### src/rbc_pkg.sv
/*
 * Shared constants, types and register map for the reset and RAM back-up
 * controller. Assumes one 100 MHz system clock and an Avalon-MM master.
 */
package rbc_pkg;

	// ****************************************************************
	// Bus and register map
	// ****************************************************************
	localparam int unsigned AW = 6;
	localparam int unsigned DW = 32;
	localparam logic [5:0] OFS_IRQ_CTRL_A   = 6'h00;
	localparam logic [5:0] OFS_IRQ_CTRL_B   = 6'h04;
	localparam logic [5:0] OFS_EXT_IRQ_CTRL = 6'h08;
	localparam logic [5:0] OFS_TIMER_CTRL_C = 6'h0C;
	localparam logic [5:0] OFS_WAKEUP_A     = 6'h10;
	localparam logic [5:0] OFS_WAKEUP_B     = 6'h14;
	localparam logic [5:0] OFS_PULLUP_B     = 6'h18;
	localparam logic [5:0] OFS_PULLUP_C     = 6'h1C;
	localparam logic [5:0] OFS_CONV_MODE    = 6'h20;
	localparam logic [5:0] OFS_FLAGS        = 6'h24;
	localparam logic [5:0] OFS_STATUS       = 6'h28;

	// ****************************************************************
	// Field layout and reset values
	// ****************************************************************
	localparam logic [3:0] NIB_RST = 4'h0;
	localparam int unsigned FLG_GIE   = 0;
	localparam int unsigned FLG_TMR_A = 1;
	localparam int unsigned FLG_TMR_B = 2;
	localparam int unsigned FLG_WDF_A = 3;
	localparam int unsigned FLG_WDF_B = 4;
	localparam int unsigned FLG_WEF   = 5;
	localparam int unsigned FLG_CONV  = 6;
	localparam logic [6:0] FLAGS_RST  = 7'h20;
	localparam logic [3:0] ALL_ONES4  = 4'hF;

	// ****************************************************************
	// Timing: one machine cycle in system clocks
	// ****************************************************************
	localparam logic [1:0] MACH_CYC_CLKS = 2'h3;

	// ****************************************************************
	// Types
	// ****************************************************************
	typedef enum logic [2:0] {
		OP_OTHER     = 3'b000,
		OP_ARM       = 3'b001,
		OP_PD_KEEP   = 3'b010,
		OP_PD_FULL   = 3'b011,
		OP_SKIP_WARM = 3'b100
	} rbc_op_e;

	typedef enum logic [1:0] {
		ST_RUN     = 2'b00,
		ST_BK_KEEP = 2'b01,
		ST_BK_FULL = 2'b10
	} rbc_state_e;

	typedef struct packed {
		logic    valid;
		rbc_op_e op;
	} rbc_instr_s;

	typedef struct packed {
		logic [3:0] irq_ctrl_a;
		logic [3:0] irq_ctrl_b;
		logic [3:0] ext_irq_ctrl;
		logic [3:0] timer_ctrl_c;
		logic [3:0] wakeup_ctrl_a;
		logic [3:0] wakeup_ctrl_b;
		logic [3:0] pullup_ctrl_b;
		logic [3:0] pullup_ctrl_c;
		logic [3:0] conv_mode_select;
		logic [6:0] flags;
	} rbc_regs_s;

endpackage

### src/rbc_top.sv
/*
 * Reset sequencing, forced reset states and RAM back-up control for a
 * small 4-bit controller, with an Avalon-MM register slave.
 * Assumes the core presents one decoded instruction per valid strobe and
 * that detector and pin inputs are synchronous to sys_clk.
 */
// Our own choices: the Avalon-MM interface to the registers and the placing of the registers.
`timescale 1ns/1ps

module rbc_top (
	input  wire logic                    sys_clk,
	input  wire logic                    sys_rst,
	input  wire logic [rbc_pkg::AW-1:0]  avs_address,
	input  wire logic                    avs_read,
	input  wire logic                    avs_write,
	input  wire logic [rbc_pkg::DW-1:0]  avs_writedata,
	output logic      [rbc_pkg::DW-1:0]  avs_readdata,
	output logic                         avs_waitrequest,
	input  wire logic                    ext_rst_n,
	input  wire logic                    por_det,
	input  wire logic                    vdrop_det,
	input  wire logic                    wdt_expire,
	input  wire logic [1:0]              wake_req,
	input  wire rbc_pkg::rbc_instr_s     instr,
	output logic                         core_reset,
	output logic                         fetch_zero,
	output logic                         skip_next,
	output logic                         warm_flag,
	output logic                         osc_stop,
	output logic                         periph_halt,
	output logic                         vdrop_enable,
	output logic                         io_force_hiz,
	output logic                         io_latch_one,
	output logic                         pullup_force_off,
	output logic      [3:0]              pullup_en_b,
	output logic      [3:0]              pullup_en_c,
	output rbc_pkg::rbc_regs_s           regs
);

	// ****************************************************************
	// Reset sources
	// ****************************************************************
	logic [1:0]          ext_cnt_q;
	logic                ext_long;
	logic                cold;
	logic                wake_go;
	logic                core_reset_q;
	logic                fetch_zero_q;
	rbc_pkg::rbc_state_e state_q;
	logic                armed_q;
	logic                warm_q;
	logic                skip_q;
	rbc_pkg::rbc_regs_s  regs_q;

	function automatic logic is_pd(input rbc_pkg::rbc_op_e op);
		is_pd = (op == rbc_pkg::OP_PD_KEEP) || (op == rbc_pkg::OP_PD_FULL);
	endfunction

	// Counts consecutive low samples of the external reset pin
	always_ff @(posedge sys_clk) begin
		if (sys_rst || ext_rst_n) begin
			ext_cnt_q <= 2'h0;
		end else if (ext_cnt_q != rbc_pkg::MACH_CYC_CLKS) begin
			ext_cnt_q <= ext_cnt_q + 2'h1;
		end
	end

	assign ext_long = (ext_cnt_q == rbc_pkg::MACH_CYC_CLKS);
	// Detector only counts while it is powered; full back-up switches it off
	assign vdrop_enable = (state_q != rbc_pkg::ST_BK_FULL);
	assign cold = sys_rst | por_det | ext_long | wdt_expire | (vdrop_det & vdrop_enable);
	// of the wakeup pins only a qualified one leaves back-up; a cold reset also leaves it
	assign wake_go = (state_q != rbc_pkg::ST_RUN) & ~cold &
		|(wake_req & {|regs_q.wakeup_ctrl_b, |regs_q.wakeup_ctrl_a});

	// ****************************************************************
	// Core reset and restart
	// ****************************************************************
	// restart at zero after release
	always_ff @(posedge sys_clk) begin
		core_reset_q <= cold | wake_go;
		fetch_zero_q <= core_reset_q & ~(cold | wake_go);
	end

	assign core_reset = core_reset_q;
	assign fetch_zero = fetch_zero_q;

	// ports float with latches at one
	assign io_force_hiz     = core_reset_q;
	assign io_latch_one     = core_reset_q;
	assign pullup_force_off = core_reset_q;
	assign pullup_en_b      = regs_q.pullup_ctrl_b & ~{4{core_reset_q}};
	assign pullup_en_c      = regs_q.pullup_ctrl_c & ~{4{core_reset_q}};

	// ****************************************************************
	// Power-down sequencing
	// ****************************************************************
	// Arming lasts exactly one instruction; any other instruction disarms
	always_ff @(posedge sys_clk) begin
		if (cold) begin
			armed_q <= 1'b0;
		end else if (instr.valid) begin
			armed_q <= (instr.op == rbc_pkg::OP_ARM);
		end
	end

	always_ff @(posedge sys_clk) begin
		if (cold || wake_go) begin
			state_q <= rbc_pkg::ST_RUN;
		end else if (state_q == rbc_pkg::ST_RUN && instr.valid && armed_q) begin
			unique case (instr.op)
				rbc_pkg::OP_PD_KEEP: begin
					state_q <= rbc_pkg::ST_BK_KEEP;
				end
				rbc_pkg::OP_PD_FULL: begin
					state_q <= rbc_pkg::ST_BK_FULL;
				end
				default: begin
					state_q <= rbc_pkg::ST_RUN;
				end
			endcase
		end
	end

	assign osc_stop    = (state_q != rbc_pkg::ST_RUN);
	assign periph_halt = (state_q == rbc_pkg::ST_BK_FULL);

	// cold reset clears it, cold wins over a same-cycle wakeup
	always_ff @(posedge sys_clk) begin
		if (cold) begin
			warm_q <= 1'b0;
		end else if (wake_go) begin
			warm_q <= 1'b1;
		end
	end

	assign warm_flag = warm_q;

	// skip pulse for the flag test instruction
	always_ff @(posedge sys_clk) begin
		skip_q <= ~cold & instr.valid & (instr.op == rbc_pkg::OP_SKIP_WARM) & warm_q;
	end

	assign skip_next = skip_q;

	// ****************************************************************
	// Register file
	// ****************************************************************
	logic       bus_req;
	logic       ack_q;
	logic       wr_go;
	logic [3:0] wnib;
	logic [31:0] rd_d;
	logic [31:0] rd_q;

	// One wait state: request seen, answer at the following edge
	assign bus_req         = avs_read | avs_write;
	assign avs_waitrequest = bus_req & ~ack_q;
	assign wr_go           = avs_write & ack_q;
	assign wnib            = avs_writedata[3:0];

	always_ff @(posedge sys_clk) begin
		if (sys_rst) begin
			ack_q <= 1'b0;
		end else begin
			ack_q <= bus_req & ~ack_q;
		end
	end

	// timer, wakeup and pull-up controls cleared
	// converter mode and done flag cleared
	// same values on every cold reset
	// Flags live here too: the whole struct must have a single driver
	always_ff @(posedge sys_clk) begin
		if (cold) begin
			regs_q.irq_ctrl_a       <= rbc_pkg::NIB_RST;
			regs_q.irq_ctrl_b       <= rbc_pkg::NIB_RST;
			regs_q.ext_irq_ctrl     <= rbc_pkg::NIB_RST;
			regs_q.timer_ctrl_c     <= rbc_pkg::NIB_RST;
			regs_q.wakeup_ctrl_a    <= rbc_pkg::NIB_RST;
			regs_q.wakeup_ctrl_b    <= rbc_pkg::NIB_RST;
			regs_q.pullup_ctrl_b    <= rbc_pkg::NIB_RST;
			regs_q.pullup_ctrl_c    <= rbc_pkg::NIB_RST;
			regs_q.conv_mode_select <= rbc_pkg::NIB_RST;
			regs_q.flags            <= rbc_pkg::FLAGS_RST;
		end else if (wake_go) begin
			// Interrupt controls A and B and flags do not survive back-up; ext_irq_ctrl does
			regs_q.irq_ctrl_a <= rbc_pkg::NIB_RST;
			regs_q.irq_ctrl_b <= rbc_pkg::NIB_RST;
			regs_q.flags      <= rbc_pkg::FLAGS_RST;
		end else if (wr_go) begin
			unique case (avs_address)
				rbc_pkg::OFS_IRQ_CTRL_A:   regs_q.irq_ctrl_a       <= wnib;
				rbc_pkg::OFS_IRQ_CTRL_B:   regs_q.irq_ctrl_b       <= wnib;
				rbc_pkg::OFS_EXT_IRQ_CTRL: regs_q.ext_irq_ctrl     <= wnib;
				rbc_pkg::OFS_TIMER_CTRL_C: regs_q.timer_ctrl_c     <= wnib;
				rbc_pkg::OFS_WAKEUP_A:     regs_q.wakeup_ctrl_a    <= wnib;
				rbc_pkg::OFS_WAKEUP_B:     regs_q.wakeup_ctrl_b    <= wnib;
				rbc_pkg::OFS_PULLUP_B:     regs_q.pullup_ctrl_b    <= wnib;
				rbc_pkg::OFS_PULLUP_C:     regs_q.pullup_ctrl_c    <= wnib;
				rbc_pkg::OFS_CONV_MODE:    regs_q.conv_mode_select <= wnib;
				rbc_pkg::OFS_FLAGS:        regs_q.flags            <= avs_writedata[6:0];
				default: begin
				end
			endcase
		end
	end

	assign regs = regs_q;

	// Read mux; unmapped offsets read zero and writes there are dropped
	always_comb begin
		rd_d = 32'h0000_0000;
		unique case (avs_address)
			rbc_pkg::OFS_IRQ_CTRL_A:   rd_d[3:0] = regs_q.irq_ctrl_a;
			rbc_pkg::OFS_IRQ_CTRL_B:   rd_d[3:0] = regs_q.irq_ctrl_b;
			rbc_pkg::OFS_EXT_IRQ_CTRL: rd_d[3:0] = regs_q.ext_irq_ctrl;
			rbc_pkg::OFS_TIMER_CTRL_C: rd_d[3:0] = regs_q.timer_ctrl_c;
			rbc_pkg::OFS_WAKEUP_A:     rd_d[3:0] = regs_q.wakeup_ctrl_a;
			rbc_pkg::OFS_WAKEUP_B:     rd_d[3:0] = regs_q.wakeup_ctrl_b;
			rbc_pkg::OFS_PULLUP_B:     rd_d[3:0] = regs_q.pullup_ctrl_b;
			rbc_pkg::OFS_PULLUP_C:     rd_d[3:0] = regs_q.pullup_ctrl_c;
			rbc_pkg::OFS_CONV_MODE:    rd_d[3:0] = regs_q.conv_mode_select;
			rbc_pkg::OFS_FLAGS:        rd_d[6:0] = regs_q.flags;
			rbc_pkg::OFS_STATUS:       rd_d[4:0] = {core_reset_q, armed_q, state_q, warm_q};
			default: begin
			end
		endcase
	end

	// Data is latched on the wait edge so it stands at the release edge
	always_ff @(posedge sys_clk) begin
		if (sys_rst) begin
			rd_q <= 32'h0000_0000;
		end else if (avs_read && !ack_q) begin
			rd_q <= rd_d;
		end
	end

	assign avs_readdata = rd_q;
endmodule

### config.mk
export PLATFORM = sky130hd
export DESIGN_NAME = rbc_top
export DESIGN_NICKNAME = d
export VERILOG_FILES = /design/src/rbc_pkg.sv /design/src/rbc_top.sv
export SDC_FILE = /design/constraint.sdc
export NUM_CORES = 1
export LEC_CHECK = 0
export ABC_AREA = 1
export BUFFER_PORTS_ARGS = -buffer_cell sky130_fd_sc_hd__buf_4
export CORE_MARGIN = 4
export CORE_UTILIZATION = 51
export CTS_CLUSTER_DIAMETER = 30
export DETAILED_ROUTE_END_ITERATION = 8
export PLACE_DENSITY_LB_ADDON = 0.25
export SLEW_MARGIN = 20
export SYNTH_ARGS = -nofsm -noshare
export SYNTH_HDL_FRONTEND = slang
export SYNTH_SLANG_ARGS = --single-unit
### constraint.sdc
create_clock -name sys_clk -period 2.5 [get_ports sys_clk]
set_input_delay 0.625 -clock sys_clk [delete_from_list [all_inputs] [get_ports sys_clk]]
set_output_delay 0.625 -clock sys_clk [all_outputs]
set_load 0.03 [all_outputs]
# ---- Word-level counts from Yosys, hierarchy flattened
# Index checks and enable logic that the tools add are counted.
# W data, S select, Z words.
dict set report classes {
  n_addsub 1
  n_mul 0
  n_div 0
  magnitude_cmp 0
  eq_ne 18
  shift 0
  muxes 4
  bitwise_logic 23
  reduce_logical 23
}
# cell n
set op_table {}
lappend op_table {{$pmux W4 S11} 1}
lappend op_table {{$eq A6 B5 Y1 const B} 4}
lappend op_table {{$reduce_and A3 Y1} 7}
lappend op_table {{$eq A6 B6 Y1 const B} 3}
lappend op_table {{$eq A6 B4 Y1 const B} 2}
lappend op_table {{$and A1 B1 Y1} 9}
lappend op_table {{$and A4 B4 Y4} 2}
lappend op_table {{$reduce_or A4 Y1} 2}
lappend op_table {{$eq A3 B2 Y1 const B} 2}
lappend op_table {{$eq A6 B3 Y1 const B} 1}
lappend op_table {{$logic_not A6 Y1} 1}
lappend op_table {{$or A1 B1 Y1} 6}
lappend op_table {{$reduce_and A2 Y1} 3}
lappend op_table {{$eq A2 B2 Y1 const B} 2}
lappend op_table {{$ne A2 B2 Y1 const B} 2}
lappend op_table {{$not A1 Y1} 4}
lappend op_table {{$not A4 Y4} 1}
lappend op_table {{$pmux W2 S2} 1}
lappend op_table {{$reduce_or A2 Y1} 2}
lappend op_table {{$eq A3 B1 Y1 const B} 1}
lappend op_table {{$eq A3 B3 Y1 const B} 1}
lappend op_table {{$logic_and A1 B1 Y1} 3}
lappend op_table {{$add A2 B1 Y2 const B} 1}
lappend op_table {{$and A2 B2 Y2} 1}
lappend op_table {{other kinds (6)} 7}
dict set report totals {
  regBits 60
  latch_bits 0
  ram_bits 0
  rom_bits 0
  memories 0
}

# ---- Logic depth before layout (Yosys ltp)
# Gate-level depths: netlist (run 1).
dict set report logic_depth {
  word_depth 10
  depth_mapped 11
  depth_no_buf 10
}

# ---- Least setup slack after synthesis (run 1)
# No wires, ideal clock.
dict set report synth_timing {
  kind {reg-to-reg}
  from {reg state_q[1]}
  to {reg regs_q, in the netlist regs[0]}
  setup_ns 0.109
  arrival_time_ns 1.773
  slack_ns 0.618
  stages_incl_launch_ff 11
  n_path_buf 1
  synth_period_minus_slack_ns 1.882
  cell_sequence {dfxtp_1 inv_1 nor2_1 nor2_1 nor3_4 nand3_2 nand2_2 inv_2 buf_6 nand2_1 inv_1}
}
dict set report synth_via {
  elab_chain_cells 7
  word_cells_on_any_way 8
}
# item line
set synth_lines {}
lappend synth_lines {{start, declared} rbc_top.sv:49} ;# rbc_pkg::rbc_state_e state_q;
lappend synth_lines {{start signal, assigned} rbc_top.sv:109} ;# state_q <= rbc_pkg::ST_RUN;
lappend synth_lines {{start signal, assigned} rbc_top.sv:113} ;# state_q <= rbc_pkg::ST_BK_KEEP;
lappend synth_lines {{start signal, assigned} rbc_top.sv:116} ;# state_q <= rbc_pkg::ST_BK_FULL;
lappend synth_lines {{$ne A2 B2 Y1} rbc_top.sv:70} ;# assign vdrop_enable = (state_q != rbc_pkg::ST_BK_FULL);
lappend synth_lines {{$and A1 B1 Y1} rbc_top.sv:71} ;# assign cold = sys_rst | por_det | ext_long | wdt_expire | (vdrop_det & vdrop_enable);
lappend synth_lines {{$or A1 B1 Y1} rbc_top.sv:71}
lappend synth_lines {{$not A1 Y1} rbc_top.sv:73} ;# assign wake_go = (state_q != rbc_pkg::ST_RUN) & ~cold &
lappend synth_lines {{$and A1 B1 Y1 (2 in series)} rbc_top.sv:73}
lappend synth_lines {{$reduce_or A2 Y1 (no source line) (*)} -}
lappend synth_lines {{end, declared} rbc_top.sv:53} ;# rbc_pkg::rbc_regs_s regs_q;
# Mark *: on every way between the ends. The rest lies on a longest branch, timed or not.
# A chain may end at the register's enable or synchronous reset.

# ---- Worst setup path in the final report (run 1)
dict set report layout_timing {
  from {reg ext_cnt_q[0]}
  to {reg regs_q, in the netlist regs[5]}
}
dict set report layout_via {
  elab_chain_cells 8
}
# item line
set layout_lines {}
lappend layout_lines {{start, declared} rbc_top.sv:43} ;# logic [1:0] ext_cnt_q;
lappend layout_lines {{start signal, assigned} rbc_top.sv:64} ;# ext_cnt_q <= ext_cnt_q + 2'h1;
lappend layout_lines {{$eq A2 B2 Y1 (*)} rbc_top.sv:68} ;# assign ext_long = (ext_cnt_q == rbc_pkg::MACH_CYC_CLKS);
lappend layout_lines {{$or A1 B1 Y1 (*) (3 in series)} rbc_top.sv:71}
lappend layout_lines {{$not A1 Y1} rbc_top.sv:73}
lappend layout_lines {{$and A1 B1 Y1 (2 in series)} rbc_top.sv:73}
lappend layout_lines {{$reduce_or A2 Y1 (no source line) (*)} -}
# Marks and branches as above.

==> metrics.yaml, run 1 <==
rsz0062_at_grt: "false"
antenna_left: 0
ys_types: 26
die_y_microns: 87.8
grt_pass1_wl_microns: 14600
final_cell_area_sq_um: 4130
synth_seq_cells: 60
yosysWarningCount: 0
crit_type: "flip-flop to flip-flop"
hold_class: "primary input to flip-flop"
worstMarginPinSlew_ps: 595
cp_max_fo: 30
core_sq_um: 6060
placement_rows: 28
postSynthAreaPerCell_sq_um: 6.23
synth_top_cells_by_count: "131 x nand2_1, 104 x nor2_1, 73 x inv_1"
final_max_slew_viol_count: 0
pin_count: 146
num_vias: 3411
area_growth_pct: 27.2
grt_pass1_vias: 3101
run_status: "completed"
die_area_sq_um: 7710
antenna_found_initial: 0
fillCellCount: 563
drtPass1Iterations: 5
yosysMostFrequentCell: "nand2_1"
vdd_drop_max_v: 0.000327
drt_iter0_drc: 183
cts_tree: "yes"
report.final.hold_viol_count: 0
grtUsageTotal_pct: 24.3
cap_viol_max_count: 0
max_freq_ghz: 0.516
synth_area_sq_um: 3250
htree_levels: 3
placed_area_sq_um: 3930
yosysTopAreaCellShare_pct: 37.0
power_density_nw_per_um2: 503
synth_flop_cell: "dfxtp_1"
use_met1_pct: 30.8
cts_setup_buffers: 0
drcViolationCount: 0
fin_tns_setup_ps: 0
finalCritPeriodShare_pct: 77.6
start_kind: "flip-flop"
cts_resized: 0
clock_sink_count: 60
hpwl_microns: 7080
ys_seq_area_share_pct: 37.0
cp-end-kind: "flip-flop"
crit_arrival_ps: 2170
layout.nets: 667
wl_microns: 9240
slew_headroom_pct: 60.2
met3_usage_pct: 5.64
cp.required_ps: 2730
vias_per_cell: 4.91
cts_buffers: 9
overflow: 0
p_leak_nw: 2.28
post_drt_wl_per_cell_microns: 13.3
grt_start_max_net_pins: 31
setup_violations: 0
top_usage_layer: "met2"
syn_inst: 521
synth-edff-count: 0
cts_hold_buf: 0
clockRootBuffer: "clkbuf_8"
gp_congestion: 0.876
synth.area.top_cells: "dfxtp_1 37%, nand2_1 15%, nor2_1 12%"
start_util_pct: 53.6
clk_path_buf_depth: 2
io_buffers: 95
die_x_microns: 87.8
antenna_cells: 0
synthArstFlopShare_pct: 0
grtUsageMet2_pct: 39.9
synth_area_leader_cell: "dfxtp_1"
worst_clock_skew_ps: 7.32
layout-drive-gt1-share_pct: 20.8
period_minus_slack_ps: 1940
clk_pin_slew_worst_paths_ps: 70
clk_latency_ps: 340
sequential cells by signal, summed over array words and instances, names as in the netlist, 2 cells and up:
signal	count
state_q	2
regs	43
avs_readdata	7
ext_cnt_q	2
layout make-up:
| cell class | instances | area [sq um] | area share [%] |
|---|---|---|---|
| clock buffers | 12 | 155 | 3.76 |
| clock inverters | 4 | 47.5 | 1.15 |
| inverters | 74 | 278 | 6.73 |
| multi-input cells | 363 | 1560 | 37.7 |
| flip-flops and latches | 60 | 1200 | 29.1 |
| well taps | 75 | 93.8 | 2.27 |
| repair buffers | 106 | 796 | 19.3 |
cell usage in the layout (no fill, tap or decap), drive strengths merged:
master    count
nor3          6
conb         25
nor2        104
clkinvlp      1
inv          74
or2           4
nand3        44
clkinv        2
nor3b         1
ha            1
a32oi         1
xor2          1
bufinv        1
nand2       132
buf         106
a21oi        12
o21ai        11
clkbuf       12
dfxtp        60
nand4        19
o211ai        1
nor4          1
worst paths after layout:
kind,end,depth (start not counted),from,slack (ps)
worst max register to register,regs[5]$_SDFFE_PP1P_,8,ext_cnt_q[0]$_SDFFE_PP0N_,560
worst min-delay path,ext_cnt_q[0]$_SDFFE_PP0N_,2,ext_rst_n,450
worst max-delay path,regs[5]$_SDFFE_PP1P_,8,ext_cnt_q[0]$_SDFFE_PP0N_,560
worst min register to register,avs_readdata[1]$_SDFFE_PP0P_,2,avs_readdata[1]$_SDFFE_PP0P_,480
routing by layer:
metal	part of all wire (%)	wire (microns)
met5	0	0
met4	2.3	214
met3	8.3	768
met2	48	4400
met1	42	3850
stage by stage:
stage                     setup WS, ps  instances  power, mW  util (%)  hold slack (ps)
final                              560        694       2.08      68.1              450
after global routing               432        694       2.15      68.1              462
after CTS                          551        694       2.08      68.1              444
after detailed placement           315        678       1.20      64.8              465
after global placement             335        678       1.19      64.8              459
after floorplan                    618        545       1.15         -              445
where the power goes:
group | switching (mW) | internal (mW) | total (mW)
Combinational | 0.150 | 0.0582 | 0.208
Sequential | 0.00633 | 0.963 | 0.969
Clock | 0.387 | 0.512 | 0.898
critical path, stage by stage (launching register included):
cell,delay [ps]
dfxtp_1,330
ha_1,240
inv_1,90
nand2_1,130
nor3_4,210
buf_4,340
nand2_2,210
inv_2,200
nand3_1,80
cells by family after synthesis:
| family | synth area share [%] |
|---|---|
| compound gates | 4.05 |
| xor+xnor | 0.270 |
| fa+ha+maj | 0.385 |
| buf+inv | 17.8 |
| flops | 37.0 |
| other cells | 0.115 |
| simple gates | 40.4 |
(Power assumes the default switching activity.)
==> run 2: changes to the inputs <==
CORE_UTILIZATION = 47   (was 51)
clock period = 2 ns   (was 2.5 ns; I/O delays follow)
==> run 2 against run 1 <==
Routed wire length increased by 1.6%. Die area is 7.7% higher. Utilization fell by 6.8 points. Flip-flop and latch count unchanged. Clock power barely moved. Critical path depth grew 1. Via count decreased by 0.15%. Non-clock buffer count grew 7. Clock skew fell by 0.73 ps. Fmax is 3.1% higher. Setup slack worse by 440 ps. Sequential share of layout area is 0.079 points lower.
==> metrics.yaml, run 2 (synthesized netlist as in run 1, its figures left out) <==
finalCritPeriodShare_pct: 94.1
max_freq_ghz: 0.531
whs_ps: 323
placement_rows: 30
start_util_pct: 48.1
layout-drive-gt1-share_pct: 21.4
hold_start: "ext_rst_n"
clock_sink_count: 60
cap_viol_max_count: 0
htree_levels: 3
wl_microns: 9380
antenna_left: 0
setup_ws_ps: 118
drtPass1Iterations: 5
io_buffers: 95
run_status: "completed"
cp-end-kind: "flip-flop"
clk_path_buf_depth: 2
crit_arrival_ps: 2120
post_drt_wl_per_cell_microns: 13.3
vdd_drop_max_v: 0.000314
clk_pin_slew_worst_paths_ps: 60
area_growth_pct: 27.6
start_kind: "flip-flop"
vias_per_cell: 4.83
grtUsageTotal_pct: 22.9
drcViolationCount: 0
power_density_nw_per_um2: 572
gp_congestion: 0.914
layout.nets: 674
cts_buffers: 9
worstMarginPinSlew_ps: 572
layout_commonest_cell: "nand2_1"
grt_pass1_wl_microns: 15300
drt_iter0_drc: 168
clk_latency_ps: 340
rsz0062_at_grt: "true"
p_leak_nw: 2.29
largest_reg_flops: 43
die_area_sq_um: 8300
r2r_start: "ext_cnt_q[0]$_SDFFE_PP0N_"
slew_headroom_pct: 61.7
period_minus_slack_ps: 1880
worst_clock_skew_ps: 6.58
overflow: 0
cp.required_ps: 2240
grt_start_max_net_pins: 26
die_y_microns: 91.1
antenna_cells: 0
grt_pass1_vias: 3224
antenna_found_initial: 0
final_max_slew_viol_count: 0
setup_violations: 0
core_sq_um: 6760
crit_type: "flip-flop to flip-flop"
num_vias: 3406
report.final.hold_viol_count: 0
pin_count: 146
cts_setup_buffers: 0
fillCellCount: 692
cts_tree: "yes"
post-place-ws_ps: 17.2
clockRootBuffer: "clkbuf_8"
cp_max_fo: 9
layout_common_cells: "131 x nand2_1, 113 x buf_4, 104 x nor2_1"
die_x_microns: 91.1
multi_input_area_sq_um: 1560
critPathLaunch: "ext_cnt_q[0]$_SDFFE_PP0N_"
hpwl_microns: 7260
ff_latch_area_sq_um: 1200
hold_class: "primary input to flip-flop"
## run 2: area by class of cell
type / count / area share (%)
multi-input combinational: 363 / 37.8
sequential: 60 / 29.0
timing repair buffer: 113 / 20.5
inverter: 74 / 6.71
clock buffer: 12 / 3.26
tap: 80 / 2.42
clock inverter: 3 / 0.363
## run 2: critical path, stage by stage, from the launching register on
cell and delay (ps):
dfxtp_1 320, ha_1 230, inv_1 80, nand2_1 130, nor3_4 220, nand3_2 240, nand3_1 330, nand2_1 100
nand2_1 80, nor2_1 40
## run 2: power by group
part	switching, mW	total [mW]	internal (mW)
Sequential	0.00753	1.21	1.20
Clock	0.459	0.896	0.437
Combinational	0.187	0.263	0.0760
Total	0.653	2.37	1.72
## run 2: layer usage
layer	up-vias	GRT usage [%]	share of wire, %
met5	-	0	0
met4	0	11.2	2.6
met3	22	3.98	7.1
met2	121	38.6	47
met1	1518	28.2	43
li1	1745	-	-
## run 2: final timing paths
path | to | slack [ps] | cells past startpoint
setup reg to reg | regs[26]$_SDFFE_PP0P_ | 120 | 9
setup / recovery | regs[26]$_SDFFE_PP0P_ | 120 | 9
hold / removal | ext_cnt_q[1]$_SDFFE_PP0N_ | 320 | 2
hold reg to reg | avs_readdata[1]$_SDFFE_PP0P_ | 470 | 2
## run 2: stage by stage
| step | power, mW | std cells | setup TNS [ps] | cell area (sq um) | util [%] |
|---|---|---|---|---|---|
| final | 2.37 | 705 | 0 | 4140 | 61.3 |
| after CTS | 2.39 | 705 | 0 | 4140 | 61.2 |
| after detailed placement | 1.50 | 690 | 0 | 3990 | 59.0 |
| after global routing | 2.45 | 705 | -573 | 4140 | 61.3 |
| after floorplan | 1.44 | 545 | 0 | 3340 | - |
| after global placement | 1.50 | 690 | 0 | 3990 | 59.0 |
## run 2: repair_timing
item | in CTS | in global routing
resized for setup | 0 | 1
setup endpoints to repair | 0 | 17
hold buffers | 0 | 0
==> run 3: changes to the inputs <==
BUFFER_PORTS_ARGS = not set   (was -buffer_cell sky130_fd_sc_hd__buf_4)
CORE_UTILIZATION = 55   (was 47)
DONT_BUFFER_PORTS = 1   (was not set)
==> run 3 against run 2 <==
Combinational power shrank 32%. Largest power group unchanged. Setup slack better by 29 ps. Routed wire length fell by 4.9%. Critical endpoint is now regs[12]$_SDFFE_PP0P_.
==> metrics.yaml, run 3 (synthesized netlist as in run 1, its figures left out) <==
report.final.hold_viol_count: 0
hold_start: "sys_rst"
critPathLaunch: "ext_cnt_q[0]$_SDFFE_PP0N_"
crit_buf_inv: 1
crit_type: "flip-flop to flip-flop"
largest_reg_flops: 43
hold_class: "primary input to flip-flop"
cts_buffers: 9
fin_tns_setup_ps: 0
start_util_pct: 57.9
wl_microns: 8920
cts_setup_buffers: 0
drcViolationCount: 0
fin_cells: 617
grt_pass1_wl_microns: 14000
overflow: 0
power_density_nw_per_um2: 691
hpwl_microns: 6910
worstMarginPinSlew_ps: 609
crit_arrival_ps: 2090
gp_congestion: 0.868
core_sq_um: 5610
layout_commonest_cell: "nand2_1"
rr_endpoint: "regs[12]$_SDFFE_PP0P_"
finalCritPeriodShare_pct: 92.7
slowest_stage: "nand3_1"
drt_iter0_drc: 146
vias_per_cell: 5.13
ff_latch_area_sq_um: 1200
clk_latency_ps: 340
dpl.cell_count: 601
io_buffers: 0
fillCellCount: 567
layout_common_cells: "131 x nand2_1, 104 x nor2_1, 73 x inv_1"
max_freq_ghz: 0.539
setup_violations: 0
worst_clock_skew_ps: 7.59
final_cell_area_sq_um: 3550
whs_path_depth: 1
start_kind: "flip-flop"
clockRootBuffer: "clkbuf_8"
p_leak_nw: 1.89
cp-end-kind: "flip-flop"
cp_max_fo: 9
rsz0062_at_grt: "true"
cp.required_ps: 2240
cts_tree: "yes"
final_max_slew_viol_count: 0
layout.nets: 593
critPathMaxStageDelay_ps: 340
period_minus_slack_ps: 1850
r2r_start: "ext_cnt_q[0]$_SDFFE_PP0N_"
clock_sink_count: 60
cp_top_family: "simple AND/OR/NAND/NOR gates"
vdd_drop_max_v: 0.000433
cts_hold_buf: 0
min_to: "avs_readdata[1]$_SDFFE_PP0P_"
utilization_pct: 63.4
htree_levels: 3
die_x_microns: 84.8
placement_rows: 27
antenna_cells: 0
cp_cell_sequence: "ha_1 -> inv_1 -> nand2_1 -> nor3_4 -> nand3_2 -> nand3_1 -> nand2_1 -> nand2_1 -> nor2_1"
layout-drive-gt1-share_pct: 10.1
ff2ff_path_depth: 9
cpMostUsedCell: "nand2_1"
num_vias: 3163
antenna_left: 0
clk_path_buf_depth: 2
antenna_found_initial: 0
cts_resized: 0
grtUsageTotal_pct: 24.6
slew_headroom_pct: 59.2
run_status: "completed"
drtPass1Iterations: 5
grt_pass1_vias: 2923
die_y_microns: 84.8
grt_start_max_net_pins: 31
post_drt_wl_per_cell_microns: 14.5
reg2reg_slack_ps: 150
whs_ps: 219
multi_input_area_sq_um: 1560
pin_count: 146
die_area_sq_um: 7200
cap_viol_max_count: 0
placed_area_sq_um: 3370
clk_pin_slew_worst_paths_ps: 70
area_growth_pct: 9.44
[run 3: report_power, final]
part	internal, mW	leakage, nW	total [mW]	switching, mW
clock	0.569	0.0931	1.06	0.487
sequential	1.20	0.484	1.22	0.0172
combinational	0.0323	1.31	0.180	0.147
[run 3: worst max-delay path by stage]
stage / cells after the start / slack (ps) / end
6_report: 9 / 150 / regs[12]$_SDFFE_PP0P_
5_1_grt: 9 / -30 / regs[19]$_SDFFE_PP0P_
4_1_cts: 9 / 150 / regs[11]$_SDFFE_PP0P_
3_5_place_dp: 9 / 160 / regs[11]$_SDFFE_PP0P_
3_3_place_gp: 9 / 180 / regs[12]$_SDFFE_PP0P_
2_1_floorplan: 10 / 120 / regs[0]$_SDFFE_PP0P_
[run 3: stage by stage]
step	setup WS, ps	power [mW]
floorplan	118	1.44
global placement	185	1.42
detailed placement	159	1.42
CTS	147	2.47
global route	-27.2	2.54
finish	146	2.46
[run 3: layer usage]
metal  wire, microns  global-route usage (%)
met4             124                    7.91
met3             910                    9.42
met1            3630                    28.4
met5               0                       0
met2            4260                    41.9
[run 3: cell type report]
type | instances | share of cell area (%)
clock buffers | 11 | 3.70
clock inverters | 5 | 1.48
inverters | 74 | 7.82
multi-input cells | 363 | 43.9
flip-flops and latches | 60 | 33.8
well taps | 72 | 2.54
repair buffers | 32 | 6.76
[run 3: worst reg2reg max path: cells and delay by family (launching register included)]
family                     cells  cell delay, ps
and+or+nand+nor                7            1120
buffers and inverters          1              80
DFF                            1             320
adders and majority gates      1             240
